`config.mk`:
```
export PLATFORM = sky130hd
export DESIGN_NAME = dcs_top
export DESIGN_NICKNAME = d
export VERILOG_FILES = /design/src/hw/dcs_pkg.sv /design/src/hw/dcs_top.sv
export SDC_FILE = /design/constraint.sdc
export NUM_CORES = 1
export LEC_CHECK = 0
export BUFFER_PORTS_ARGS = -buffer_cell sky130_fd_sc_hd__buf_2
export CORE_AREA = 2 2 329 168
export CTS_CLUSTER_DIAMETER = 200
export CTS_CLUSTER_SIZE = 16
export DETAILED_ROUTE_END_ITERATION = 7
export DIE_AREA = 0 0 331 170
export HOLD_SLACK_MARGIN = 0.02
export SYNTH_ARGS = -nofsm -noshare
export SYNTH_HDL_FRONTEND = slang
export SYNTH_SLANG_ARGS = --single-unit
```
`constraint.sdc`:
```
create_clock -name ref_clk_in -period 3.4 [get_ports ref_clk_in]
set_input_delay 0.17 -clock ref_clk_in [delete_from_list [all_inputs] [get_ports ref_clk_in]]
set_output_delay 0.17 -clock ref_clk_in [all_outputs]
set_load 0.01 [all_outputs]
```
`src/hw/dcs_pkg.sv`:
```
/*
 * dcs_pkg: register map, field positions, reset values and timing
 * constants of the converter control block.
 * assumes: byte-addressed register bus, 100 MHz reference clock.
 */
package dcs_pkg;
    // ------------------------------------------------------------
    // register byte offsets
    // ------------------------------------------------------------
    localparam logic [11:0] OFS_MAIN_CONTROL = 12'h000;
    localparam logic [11:0] OFS_ANALOG_CONFIG = 12'h001;
    localparam logic [11:0] OFS_EVENT_CONFIG = 12'h002;
    localparam logic [11:0] OFS_IRQ_ENABLE_CLEAR = 12'h004;
    localparam logic [11:0] OFS_IRQ_ENABLE_SET = 12'h005;
    localparam logic [11:0] OFS_IRQ_FLAGS = 12'h006;
    localparam logic [11:0] OFS_SYNC_STATUS = 12'h007;
    localparam logic [11:0] OFS_CONVERSION_VALUE = 12'h008;
    localparam logic [11:0] OFS_STAGED_VALUE = 12'h00C;
    // ------------------------------------------------------------
    // field positions
    // ------------------------------------------------------------
    localparam int BIT_SOFT_RESET = 0;
    localparam int BIT_ENABLE = 1;
    localparam int BIT_STANDBY_KEEP = 2;
    localparam int BIT_EXTERNAL_DRIVE = 0;
    localparam int BIT_INTERNAL_ROUTE = 1;
    localparam int BIT_MSB_ALIGN = 2;
    localparam int BIT_PUMP_OFF = 3;
    localparam int BIT_REF_LO = 6;
    localparam int BIT_START_EVENT_IN = 0;
    localparam int BIT_EMPTY_EVENT_OUT = 1;
    localparam int BIT_INVERT_EVENT_IN = 2;
    localparam int BIT_UNDERRUN = 0;
    localparam int BIT_EMPTY = 1;
    localparam int BIT_SYNC_DONE = 2;
    localparam int BIT_SYNC_PENDING = 7;
    // ------------------------------------------------------------
    // reset values and reference choices
    // ------------------------------------------------------------
    localparam logic [7:0] RST_MAIN_CONTROL = 8'h00;
    localparam logic [7:0] RST_ANALOG_CONFIG = 8'h00;
    localparam logic [2:0] RST_EVENT_CONFIG = 3'h0;
    localparam logic [2:0] RST_IRQ = 3'h0;
    localparam logic [15:0] RST_VALUE = 16'h0000;
    localparam logic [1:0] REF_INTERNAL_FIXED = 2'h0;
    localparam logic [1:0] REF_ANALOG_SUPPLY = 2'h1;
    localparam logic [1:0] REF_EXTERNAL_PIN = 2'h2;
    // ------------------------------------------------------------
    // timing
    // ------------------------------------------------------------
    localparam int CLK_PERIOD_NS = 10;
    localparam int SYNC_TIME_NS = 30;
    localparam int SYNC_CYCLES =
        (SYNC_TIME_NS + CLK_PERIOD_NS - 1) / CLK_PERIOD_NS;
    localparam int CODE_W = 10;
    localparam int FIFO_DEPTH = 32;

    typedef enum logic [1:0] {
        DCS_OP_ENABLE = 2'b00,
        DCS_OP_SOFT_RESET_BIT = 2'b01,
        DCS_OP_DATA = 2'b10,
        DCS_OP_STAGED = 2'b11
    } dcs_op_e;
endpackage : dcs_pkg

```
`src/hw/dcs_top.sv`:
```
/*
 * dcs_top: converter control logic with a code fifo toward the analog
 * core; dcs_fifo: parameterised fifo with registered head.
 * assumes: bus and event network on ref_clk_in; start event and the
 * low-voltage level arrive asynchronously and are synchronised here.
 */
// Overview of operation
// - standby_keep set holds output buffer in standby; clear turns it off
// - converter clock keeps running during idle sleep
// - synchronised write raises busy at once, drops it when crossing ends
// - synchronised write while busy is dropped and answered with error
// - soft reset, enable, conversion and staged writes are synchronised
// - staged and conversion registers form a queue moved by start event
// - start event with staged register empty sets the underrun flag
// - staged register emptied emits empty event and empty flag
// - internal route bit sends output to comparator, alongside pin drive
// - pump runs at low voltage unless pump_off forces it off
// - bus accepts 8, 16 and 32 bit accesses and byte halves
// - enable reads back at once, applied on the same edge that clears busy
// - soft reset restores every register and disables the converter
// - a write setting soft reset discards all its other bits
// - soft reset bit reads one until the synchronised reset ends
// - analog and event config writable only while enable is zero
// - ref_choice: 0 internal, 1 analog supply, 2 external pin, 3 reserved
// - standby_keep writes take effect directly without synchronising
// - msb_align selects left- or right-aligned 10 bit samples
// - empty flag set on queue move, cleared by one or staged write
// - start events synchronised; rising edge, falling when inverted
// - any new conversion value starts a conversion
`timescale 1ns/100ps

module dcs_fifo #(
    parameter int WIDTH = 10,
    parameter int DEPTH = 32
) (
    input wire logic ref_clk_in,
    input wire logic resetn_in,
    input wire logic in_valid_in,
    input wire logic [WIDTH-1:0] in_data_in,
    output logic in_ready_out,
    output logic out_valid_out,
    output logic [WIDTH-1:0] out_data_out,
    input wire logic out_ready_in
);
    localparam int AW = $clog2(DEPTH);
    typedef struct packed {
        logic [DEPTH-1:0][WIDTH-1:0] mem;
        logic [AW-1:0] wr;
        logic [AW-1:0] rd;
        logic [AW:0] cnt;
        logic head_v;
        logic [WIDTH-1:0] head;
    } dcs_fifo_s;
    dcs_fifo_s f_reg, f_next;
    logic push;
    logic pop;

    assign in_ready_out = (f_reg.cnt != (AW+1)'(DEPTH));
    assign out_valid_out = f_reg.head_v;
    assign out_data_out = f_reg.head;

    always_comb begin
        f_next = f_reg;
        push = in_valid_in && in_ready_out;
        pop = (f_reg.cnt != '0) && (!f_reg.head_v || out_ready_in);
        if (out_ready_in) begin
            f_next.head_v = 1'b0;
        end
        if (pop) begin
            f_next.head = f_reg.mem[f_reg.rd];
            f_next.head_v = 1'b1;
            f_next.rd = f_reg.rd + 1'b1;
        end
        if (push) begin
            f_next.mem[f_reg.wr] = in_data_in;
            f_next.wr = f_reg.wr + 1'b1;
        end
        f_next.cnt = f_reg.cnt + (AW+1)'(push) - (AW+1)'(pop);
    end

    always_ff @(posedge ref_clk_in or negedge resetn_in) begin
        if (!resetn_in) begin
            f_reg <= '0;
        end else begin
            f_reg <= f_next;
        end
    end
endmodule : dcs_fifo

module dcs_top import dcs_pkg::*; #(
    parameter int SYNC_LEN = SYNC_CYCLES,
    parameter int DEPTH = FIFO_DEPTH
) (
    input wire logic ref_clk_in,
    input wire logic resetn_in,
    input wire logic psel_in,
    input wire logic penable_in,
    input wire logic pwrite_in,
    input wire logic [11:0] paddr_in,
    input wire logic [31:0] pwdata_in,
    input wire logic [3:0] pstrb_in,
    output logic [31:0] prdata_out,
    output logic pready_out,
    output logic pslverr_out,
    input wire logic start_event_in,
    input wire logic low_voltage_in,
    input wire logic idle_sleep_in,
    input wire logic standby_sleep_in,
    output logic empty_event_out,
    output logic irq_out,
    output logic [CODE_W-1:0] code_out,
    output logic code_valid_out,
    input wire logic code_ready_in,
    output logic [1:0] ref_choice_out,
    output logic out_buffer_on_out,
    output logic internal_route_out,
    output logic pump_on_out,
    output logic conv_clock_run_out,
    output logic conv_enabled_out
);
    typedef struct packed {
        logic keep;
        logic en_bit;
        logic soft_reset_bit;
        logic enabled;
        logic [7:0] aconf;
        logic [2:0] evcfg;
        logic [2:0] inten;
        logic [2:0] flags;
        logic [15:0] conv;
        logic [15:0] staged;
        logic staged_full;
        logic busy;
        logic [3:0] cnt;
        dcs_op_e op;
        logic [15:0] op_val;
        logic start_pend;
        logic evt_s1;
        logic evt_s2;
        logic evt_prev;
        logic lv_s1;
        logic lv_s2;
        logic [31:0] prdata;
        logic pready;
        logic pslverr;
        logic empty_evt;
        logic irq;
        logic o_buf;
        logic o_route;
        logic o_pump;
        logic o_clk;
    } dcs_state_s;
    dcs_state_s s_reg, s_next;
    logic push_v;
    logic [CODE_W-1:0] push_d;
    logic fifo_ready;
    logic setup;
    logic edge_seen;
    logic [15:0] merged;

    // ------------------------------------------------------------
    // helpers
    // ------------------------------------------------------------
    function automatic logic [CODE_W-1:0] align_code(
        input logic [15:0] v, input logic left);
        align_code = left ? v[15:6] : v[9:0];
    endfunction : align_code

    function automatic logic [15:0] lane_merge(
        input logic [15:0] old, input logic [15:0] w, input logic [1:0] st);
        lane_merge = {st[1] ? w[15:8] : old[15:8], st[0] ? w[7:0] : old[7:0]};
    endfunction : lane_merge

    function automatic logic [31:0] read_word(
        input dcs_state_s s, input logic [1:0] idx);
        case (idx)
            2'd0: read_word = {8'h00, 5'h00, s.evcfg, s.aconf,
                               5'h00, s.keep, s.en_bit, s.soft_reset_bit};
            2'd1: read_word = {s.busy, 7'h00, 5'h00, s.flags,
                               5'h00, s.inten, 5'h00, s.inten};
            2'd2: read_word = {16'h0000, s.conv};
            default: read_word = {16'h0000, s.staged};
        endcase
    endfunction : read_word

    // ------------------------------------------------------------
    // next state
    // ------------------------------------------------------------
    always_comb begin
        s_next = s_reg;
        push_v = 1'b0;
        push_d = '0;
        merged = '0;
        setup = psel_in && !penable_in;
        s_next.pready = setup;
        s_next.pslverr = 1'b0;
        s_next.empty_evt = 1'b0;
        s_next.evt_s1 = start_event_in;
        s_next.evt_s2 = s_reg.evt_s1;
        s_next.evt_prev = s_reg.evt_s2;
        s_next.lv_s1 = low_voltage_in;
        s_next.lv_s2 = s_reg.lv_s1;
        // edge on the synchronised start event
        edge_seen = s_reg.evcfg[BIT_INVERT_EVENT_IN] ?
            (!s_reg.evt_s2 && s_reg.evt_prev) :
            (s_reg.evt_s2 && !s_reg.evt_prev);

        // bus access, acted on in the setup phase
        if (setup) begin
            s_next.prdata = read_word(s_reg, paddr_in[3:2]);
            if (paddr_in[11:4] != 8'h00) begin
                s_next.pslverr = 1'b1;
                s_next.prdata = '0;
            end else if (pwrite_in) begin
                s_next.prdata = '0;
                case (paddr_in[3:2])
                    2'd0: begin
                        if (pstrb_in[0]) begin
                            if (s_reg.busy) begin
                                s_next.pslverr = 1'b1;
                            end else if (pwdata_in[BIT_SOFT_RESET]) begin
                                s_next.soft_reset_bit = 1'b1;
                                s_next.busy = 1'b1;
                                s_next.op = DCS_OP_SOFT_RESET_BIT;
                                s_next.cnt = 4'(SYNC_LEN);
                            end else begin
                                s_next.en_bit = pwdata_in[BIT_ENABLE];
                                s_next.busy = 1'b1;
                                s_next.op = DCS_OP_ENABLE;
                                s_next.cnt = 4'(SYNC_LEN);
                            end
                            if (!pwdata_in[BIT_SOFT_RESET]) begin
                                s_next.keep = pwdata_in[BIT_STANDBY_KEEP];
                            end
                        end
                        if (!(pstrb_in[0] && pwdata_in[BIT_SOFT_RESET])
                            && !s_reg.en_bit) begin
                            if (pstrb_in[1]) begin
                                s_next.aconf = pwdata_in[15:8];
                            end
                            if (pstrb_in[2]) begin
                                s_next.evcfg = pwdata_in[18:16];
                            end
                        end
                    end
                    2'd1: begin
                        if (pstrb_in[0]) begin
                            s_next.inten = s_next.inten & ~pwdata_in[2:0];
                        end
                        if (pstrb_in[1]) begin
                            s_next.inten = s_next.inten | pwdata_in[10:8];
                        end
                        if (pstrb_in[2]) begin
                            s_next.flags = s_reg.flags & ~pwdata_in[18:16];
                        end
                    end
                    default: begin
                        if (pstrb_in[1:0] != 2'b00) begin
                            if (s_reg.busy) begin
                                s_next.pslverr = 1'b1;
                            end else begin
                                merged = lane_merge(paddr_in[2] ?
                                    s_reg.staged : s_reg.conv,
                                    pwdata_in[15:0], pstrb_in[1:0]);
                                s_next.op_val = merged;
                                s_next.busy = 1'b1;
                                s_next.cnt = 4'(SYNC_LEN);
                                s_next.op = paddr_in[2] ?
                                    DCS_OP_STAGED : DCS_OP_DATA;
                            end
                        end
                    end
                endcase
            end
        end

        // start event handling
        if (edge_seen && s_reg.enabled
            && s_reg.evcfg[BIT_START_EVENT_IN]) begin
            if (s_reg.staged_full) begin
                s_next.start_pend = 1'b1;
            end else if (!s_reg.start_pend) begin
                s_next.flags[BIT_UNDERRUN] = 1'b1;
            end
        end

        // synchronised operation completes
        if (s_reg.busy) begin
            if (s_reg.cnt > 4'd1) begin
                s_next.cnt = s_reg.cnt - 4'd1;
            end else if (s_reg.op != DCS_OP_DATA || fifo_ready) begin
                s_next.busy = 1'b0;
                s_next.flags[BIT_SYNC_DONE] = 1'b1;
                case (s_reg.op)
                    DCS_OP_ENABLE: s_next.enabled = s_reg.en_bit;
                    DCS_OP_DATA: begin
                        s_next.conv = s_reg.op_val;
                        push_v = 1'b1;
                        push_d = align_code(s_reg.op_val,
                            s_reg.aconf[BIT_MSB_ALIGN]);
                    end
                    DCS_OP_STAGED: begin
                        s_next.staged = s_reg.op_val;
                        s_next.staged_full = 1'b1;
                        s_next.flags[BIT_EMPTY] = 1'b0;
                    end
                    default: begin
                        s_next.keep = RST_MAIN_CONTROL[BIT_STANDBY_KEEP];
                        s_next.en_bit = RST_MAIN_CONTROL[BIT_ENABLE];
                        s_next.soft_reset_bit = 1'b0;
                        s_next.enabled = 1'b0;
                        s_next.aconf = RST_ANALOG_CONFIG;
                        s_next.evcfg = RST_EVENT_CONFIG;
                        s_next.inten = RST_IRQ;
                        s_next.flags = RST_IRQ;
                        s_next.conv = RST_VALUE;
                        s_next.staged = RST_VALUE;
                        s_next.staged_full = 1'b0;
                        s_next.start_pend = 1'b0;
                    end
                endcase
            end
        end

        // queue move: staged value into conversion register
        if (s_reg.start_pend && !push_v && fifo_ready
            && !(s_reg.busy && s_reg.op == DCS_OP_SOFT_RESET_BIT)) begin
            s_next.start_pend = 1'b0;
            s_next.conv = s_reg.staged;
            s_next.staged_full = 1'b0;
            s_next.flags[BIT_EMPTY] = 1'b1;
            s_next.empty_evt = s_reg.evcfg[BIT_EMPTY_EVENT_OUT];
            push_v = 1'b1;
            push_d = align_code(s_reg.staged, s_reg.aconf[BIT_MSB_ALIGN]);
        end

        // registered outputs
        s_next.irq = |(s_next.flags & s_next.inten);
        s_next.o_buf = s_next.enabled && s_next.aconf[BIT_EXTERNAL_DRIVE]
            && (!standby_sleep_in || s_next.keep);
        s_next.o_route = s_next.enabled
            && s_next.aconf[BIT_INTERNAL_ROUTE];
        s_next.o_pump = s_next.enabled && s_reg.lv_s2
            && !s_next.aconf[BIT_PUMP_OFF];
        s_next.o_clk = s_next.enabled
            && (idle_sleep_in || !standby_sleep_in);
    end

    always_ff @(posedge ref_clk_in or negedge resetn_in) begin
        if (!resetn_in) begin
            s_reg <= '0;
        end else begin
            s_reg <= s_next;
        end
    end

    // ------------------------------------------------------------
    // code fifo toward the analog core
    // ------------------------------------------------------------
    dcs_fifo #(.WIDTH(CODE_W), .DEPTH(DEPTH)) u_fifo (
        .ref_clk_in(ref_clk_in),
        .resetn_in(resetn_in),
        .in_valid_in(push_v),
        .in_data_in(push_d),
        .in_ready_out(fifo_ready),
        .out_valid_out(code_valid_out),
        .out_data_out(code_out),
        .out_ready_in(code_ready_in)
    );

    assign prdata_out = s_reg.prdata;
    assign pready_out = s_reg.pready;
    assign pslverr_out = s_reg.pslverr;
    assign empty_event_out = s_reg.empty_evt;
    assign irq_out = s_reg.irq;
    assign ref_choice_out = s_reg.aconf[BIT_REF_LO+1:BIT_REF_LO];
    assign out_buffer_on_out = s_reg.o_buf;
    assign internal_route_out = s_reg.o_route;
    assign pump_on_out = s_reg.o_pump;
    assign conv_clock_run_out = s_reg.o_clk;
    assign conv_enabled_out = s_reg.enabled;
endmodule : dcs_top

```
# After elaboration in Yosys (flattened, before gate mapping)
# Cells that the tools add are included.
# word_totals
register_bits,470
inputBits,58
output_inout_bits,54
wordCells,246
# op_classes
addsub,5
n_lt_le_gt_ge,4
n_eq_ne,11
mux,93
bitwise,12
n_reduce_logical,54
# op_table
op,n
bitwise mux 320 bit,1
two-way mux 55 bit,2
case mux 32 bit (3 select lines),1
two-way mux 23 bit,4
two-way mux 10 bit,9
two-way mux 32 bit,2
two-way mux 59 bit,1
two-way mux 17 bit,3
binary-select mux 10 bit (select 5 bit),1
demux 10 bit (select 5 bit),1
two-way mux 16 bit,3
two-way mux 3 bit,14
case mux 17 bit (2 select lines),1
two-way mux 1 bit,33
two-way mux 11 bit,3
case mux 16 bit (2 select lines),1
two-way mux 8 bit,3
two-way mux 22 bit,1
logical AND 1 bit,20
two-way mux 15 bit,1
case mux 7 bit (2 select lines),1
"less-than comparator 5 x 6 -> 1 bit, second input constant",2
two-way mux 6 bit,2
AND reduction 4 bit,3
29 further kinds,66

# Logic depth before layout (Yosys ltp)
# logic_depth
depth_word,23
mapped_depth,14
ltp_nobuf,12

# Modules after synthesis
# A second synthesis with hierarchy kept.
# unflattened
hier_cells,1676
area_unflattened_um2,21844.7
# by_module_without_submodules
module,n_inst,cells_per_inst,area_per_inst_um2,seq_area_each_um2
dcs_fifo,1,1079,16037.9,8683.3
dcs_top,1,597,5806.8,2777.7

# Worst setup path before layout
# No wires, ideal clock.
# synth_path
kind,flip-flop to flip-flop
startpoint,register u_fifo.f_reg[13] in the netlist's numbering
endpoint,register u_fifo.f_reg[16] in the netlist's numbering
setup_time_ps,79
arrival_ps,2722
required_time_ps,3321
path_slack_ps,599
path_stages_with_launch,15
n_path_buf,2
period_less_slack_ps,2801
path_cell_list,dfrtp_1 > inv_1 > ha_1 > and4bb_2 > nor2_1 > clkbuf_1 > buf_1 > ha_1 > inv_1 > ha_1 > a21o_1 > a21oi_1 > o21bai_1 > a21oi_1 > xor2_1
# synth_lines
item,line_no,text
from (decl),dcs_top.sv:54,"dcs_fifo_s f_reg, f_next;"
from (signal assigned),dcs_top.sv:85,f_reg <= f_next;

# Final worst setup path
# layout_path
startpoint,register s_reg[64] in the netlist's numbering
endpoint,register u_fifo.f_reg[33] in the netlist's numbering
# layout_via
elab_chain_cells,9
word_cells_on_any_way,13
cone_classes,order compare (1); mux (7); reduce/logical (5)
# layout_lines
item,line_no,text
from (decl),dcs_top.sv:153,"dcs_state_s s_reg, s_next;"
from (signal assigned),dcs_top.sv:353,s_reg <= s_next;
greater-than comparator 4 x 1 -> 1 bit *,dcs_top.sv:289,if (s_reg.cnt > 4'd1) begin
two-way mux 1 bit,dcs_top.sv:289,
two-way mux 1 bit,dcs_top.sv:288,if (s_reg.busy) begin
logical NOT 1 bit,dcs_top.sv:326,if (s_reg.start_pend && !push_v && fifo_ready
logical AND 1 bit (2 in a row),dcs_top.sv:326,
logical AND 1 bit,dcs_top.sv:327,&& !(s_reg.busy && s_reg.op == DCS_OP_SOFT_RESET_BIT)) begin
two-way mux 10 bit / two-way mux 1 bit (equally long branches),dcs_top.sv:326,
bitwise mux 320 bit / logical AND 1 bit (equally long branches),"dcs_top.sv:75, dcs_top.sv:64",
# Every way passes the cells marked *; elsewhere a longest branch is shown, timed or not.
# A chain may end at the register's enable or synchronous reset.

==> parameters.txt <==
Parameter                              Value

STA
  Crit path time final    2.861 ns
  Unrepaired setup endpoints after global routing    false
  Worst Max-Slew Pin Slew    1.066 ns
  Final worst hold slack    ~0.046 ns
  PnR worst setup slack    approximately 0.54 ns
  Fmax    approximately 350 MHz
  Number of endpoints with negative hold slack in the final report    0
  Summed negative setup slack over all endpoints    0 ns
  Max Transition Viols Final    0
  Setup violations, final    0
  Worst slew margin relative to its limit    0.2894
  Worst-case clock skew    between 0.015 and 0.02 ns
  Final critical-path share of the clock period    0.8416

Synthesis
  Largest family of logic cells by synthesized area    simple AND/OR/NAND/NOR gates
  Most numerous cell in the Yosys netlist    dfrtp_1
  Synthesized-area fraction occupied by xor and xnor cells    0.004949
  Mux cell area share after synthesis    0.1288
  Biggest area contributors in the synthesized netlist    dfrtp_1 (54%), mux4_2 (9.5%), a21oi_1 (8.3%)
  Count of warnings emitted by yosys    0
  Adder-Cell Fraction of Synth Area    0.01390
  Synth unique cells    65
  Share of the synthesized area in the top cell type    0.5396
  Cell area after synthesis    between 20,000 and 25,000 um2
  Fraction of the yosys area taken by sequential cells    0.5396
  FFs w/ async S/R, synth    1.000
  Cell type with the highest aggregate area in the netlist    dfrtp_1
  Count of mapped cells out of synthesis    slightly below 2,000
  Synth Register Bits    458
  Synth Area in Simple Gates    0.1291
  Number of enable-type register cells in the synthesized netlist    0
  Top cells by count, synth    dfrtp_1 (458), nor2_1 (375), a21oi_1 (352)
  Primary FF master, synth    dfrtp_1
  Post-synthesis area per instance    around 11 um2
  Synthesized-area fraction occupied by ao, oa, aoi and oai cells    0.1279

Route
  First DRT Iteration DRCs    roughly 1,100
  Number of nets with antenna violations after routing    0
  Total vias in the final route    roughly 15,000
  First-pass iteration count of the detailed router    7
  Routed len/inst    roughly 19 um
  DRC violation count after routing    0
  Total detailed-routing wirelength    51,350 um
  Via/cell ratio    about 5.4

GRT
  Antenna violations before repair    0
  Met3 Usage GRT    0.02459
  Global routing met2 resource utilization    0.3088
  Global route total overflow    0
  Routing usage on met1    0.2699
  Total routing usage reported by global routing    0.1879
  Layer with the highest usage after global routing    met2
  Wire length of the first global-routing pass    approximately 84,000 um
  Vias in the first global route    ~15,000
  Pin count of the biggest net entering global routing    between 100 and 150

Die
  Chip Width    approximately 330 um
  IO Pins    approximately 110
  Y dimension of the die    170 um
  Num rows    60
  Placeable core region    53,300 um2
  Area of the die    ~56,000 um2
  Initial Utilization    0.3985

Final layout
  Signed area change from the synthesized netlist to the final layout    11.30%
  Layout fillers    5,038
  Share of final-layout standard cells stronger than drive strength 1    0.1732
  Number of antenna cells inserted    0
  Final cell utilization of the core    0.4435
  Post-route cell area    about 24,000 um2
  Max reg flops    336
  Final #Nets    around 2,100
  Seq. cell area    11,470 um2
  Multi-input combinational cell area    between 8000 and 9000 um2
  Final standard cell count with taps included and fillers excluded    approximately 2,700

Run status
  Run status    finished, final reports clean

Worst setup path
  Launch point of the critical path    s_reg[64]
  Arrival time reported for the critical path endpoint    3.25 ns
  Reg-to-reg critical path startpoint    s_reg[64]
  Category of the worst setup path capture point    flop
  Critical path class    reg -> reg
  Worst Setup Start Kind    flop
  Depth of the worst register-to-register path    8
  Required @ worst endpoint    around 3.8 ns
  Worst-path fanout max    32

Clock tree
  Clock latency of the later-clocked register in the worst-skew pair    0.54 ns
  CTS buffer count    34
  Cells resized by post-CTS repair    0
  H-Tree Level Count    2
  Clock transition at the registers of the reported paths    ~0.070 ns
  Clock tree from TritonCTS    built
  Total number of clock tree sinks    roughly 460
  # hold bufs at CTS    26
  Max Buffers Root-to-Sink    3
  Number of buffers added for setup after CTS    0
  Cell at the root of the clock tree    clkbuf_16

Min path
  Worst min-delay path class    in -> reg
  Worst hold start    pwdata_in[0]
  Number of cells traversed by the worst hold path    3

Place
  Dpl hpwl    33,480 um
  Placed inst area    ~22,000 um2
  Post-placement setup slack    approximately 0.55 ns
  Number of I/O port buffers    between 80 and 90
  Placer Congestion    0.7723
  Placed Cells incl. Taps    ~2,700

Power and ir drop
  Power per unit of standard cell area    approximately 500 nW/um2
  Leakage power of the design    ~11 nW
  Post-route total power    approximately 12 mW
  Maximum ir drop on the vdd rail    around 0.31 mV

Flow run
  Max-cap violation count    0
[worst paths after layout]
kind | to | slack (ns)
setup / recovery | u_fifo.f_reg[33] | 0.54
hold reg to reg | s_reg[40] | 0.35
setup reg to reg | u_fifo.f_reg[33] | 0.54
hold / removal | s_reg[120] | 0.05
min in group asynchronous | conv_clock_run_out | 0.25
max in group asynchronous | u_fifo.f_reg[17] | 2.13
[logic make-up (layout without fill, tap and decap cells)]
kind of cell,count (synthesis),after routing
buf+inv,235,257
flops,458,458
simple gates,615,615
other cells,1,12
fa+ha+maj,23,23
xor+xnor,12,12
mux,160,160
compound gates,484,484
[routing by layer]
| layer | part of all wire | wire (um) |
|---|---|---|
| met3 | 0.041 | 2099 |
| met2 | 0.47 | 24250 |
| met4 | 0.013 | 692 |
| met1 | 0.47 | 24320 |
| met5 | 0 | 0 |
[where the power goes]
part	total (mW)	switching (mW)	internal [mW]
clock network	3.83	1.89	1.94
logic	1.96	1.03	0.931
registers	6.01	0.412	5.60
total	11.8	3.33	8.47
[critical path, stage by stage (launching register included)]
cell	delay (ns)
dfrtp_1	0.41
inv_1	0.06
ha_1	0.23
or2_2	0.36
nand4_1	0.25
or2_0	0.62
o22a_1	0.23
buf_4	0.38
a21oi_1	0.13
[cells in the final DEF, fill, tap and decap left out, types with 12 or more instances in the layout]
| cell type | instances |
|---|---|
| dlygate4sd3_1 | 26 |
| clkbuf_16 | 37 |
| buf_4 | 77 |
| a21oi_1 | 352 |
| nor2_1 | 375 |
| a22oi_1 | 23 |
| mux4_2 | 90 |
| nand3_1 | 20 |
| inv_1 | 24 |
| o21ai_0 | 40 |
| mux2i_1 | 64 |
| ha_1 | 22 |
| nor2b_1 | 15 |
| nor4b_2 | 32 |
| buf_2 | 82 |
| conb_1 | 12 |
| a22o_1 | 16 |
| nand2_1 | 118 |
| dfrtp_1 | 455 |
[cell type report]
type	instances	area share
Inverter	24	0.003811
Sequential cell	458	0.4852
Timing Repair Buffer	192	0.05854
Clock inverter	1	0.0003705
Multi-Input combinational cell	1306	0.3747
Clock buffer	40	0.03965
Tap cell	713	0.03774
(Power assumes the default switching activity.)
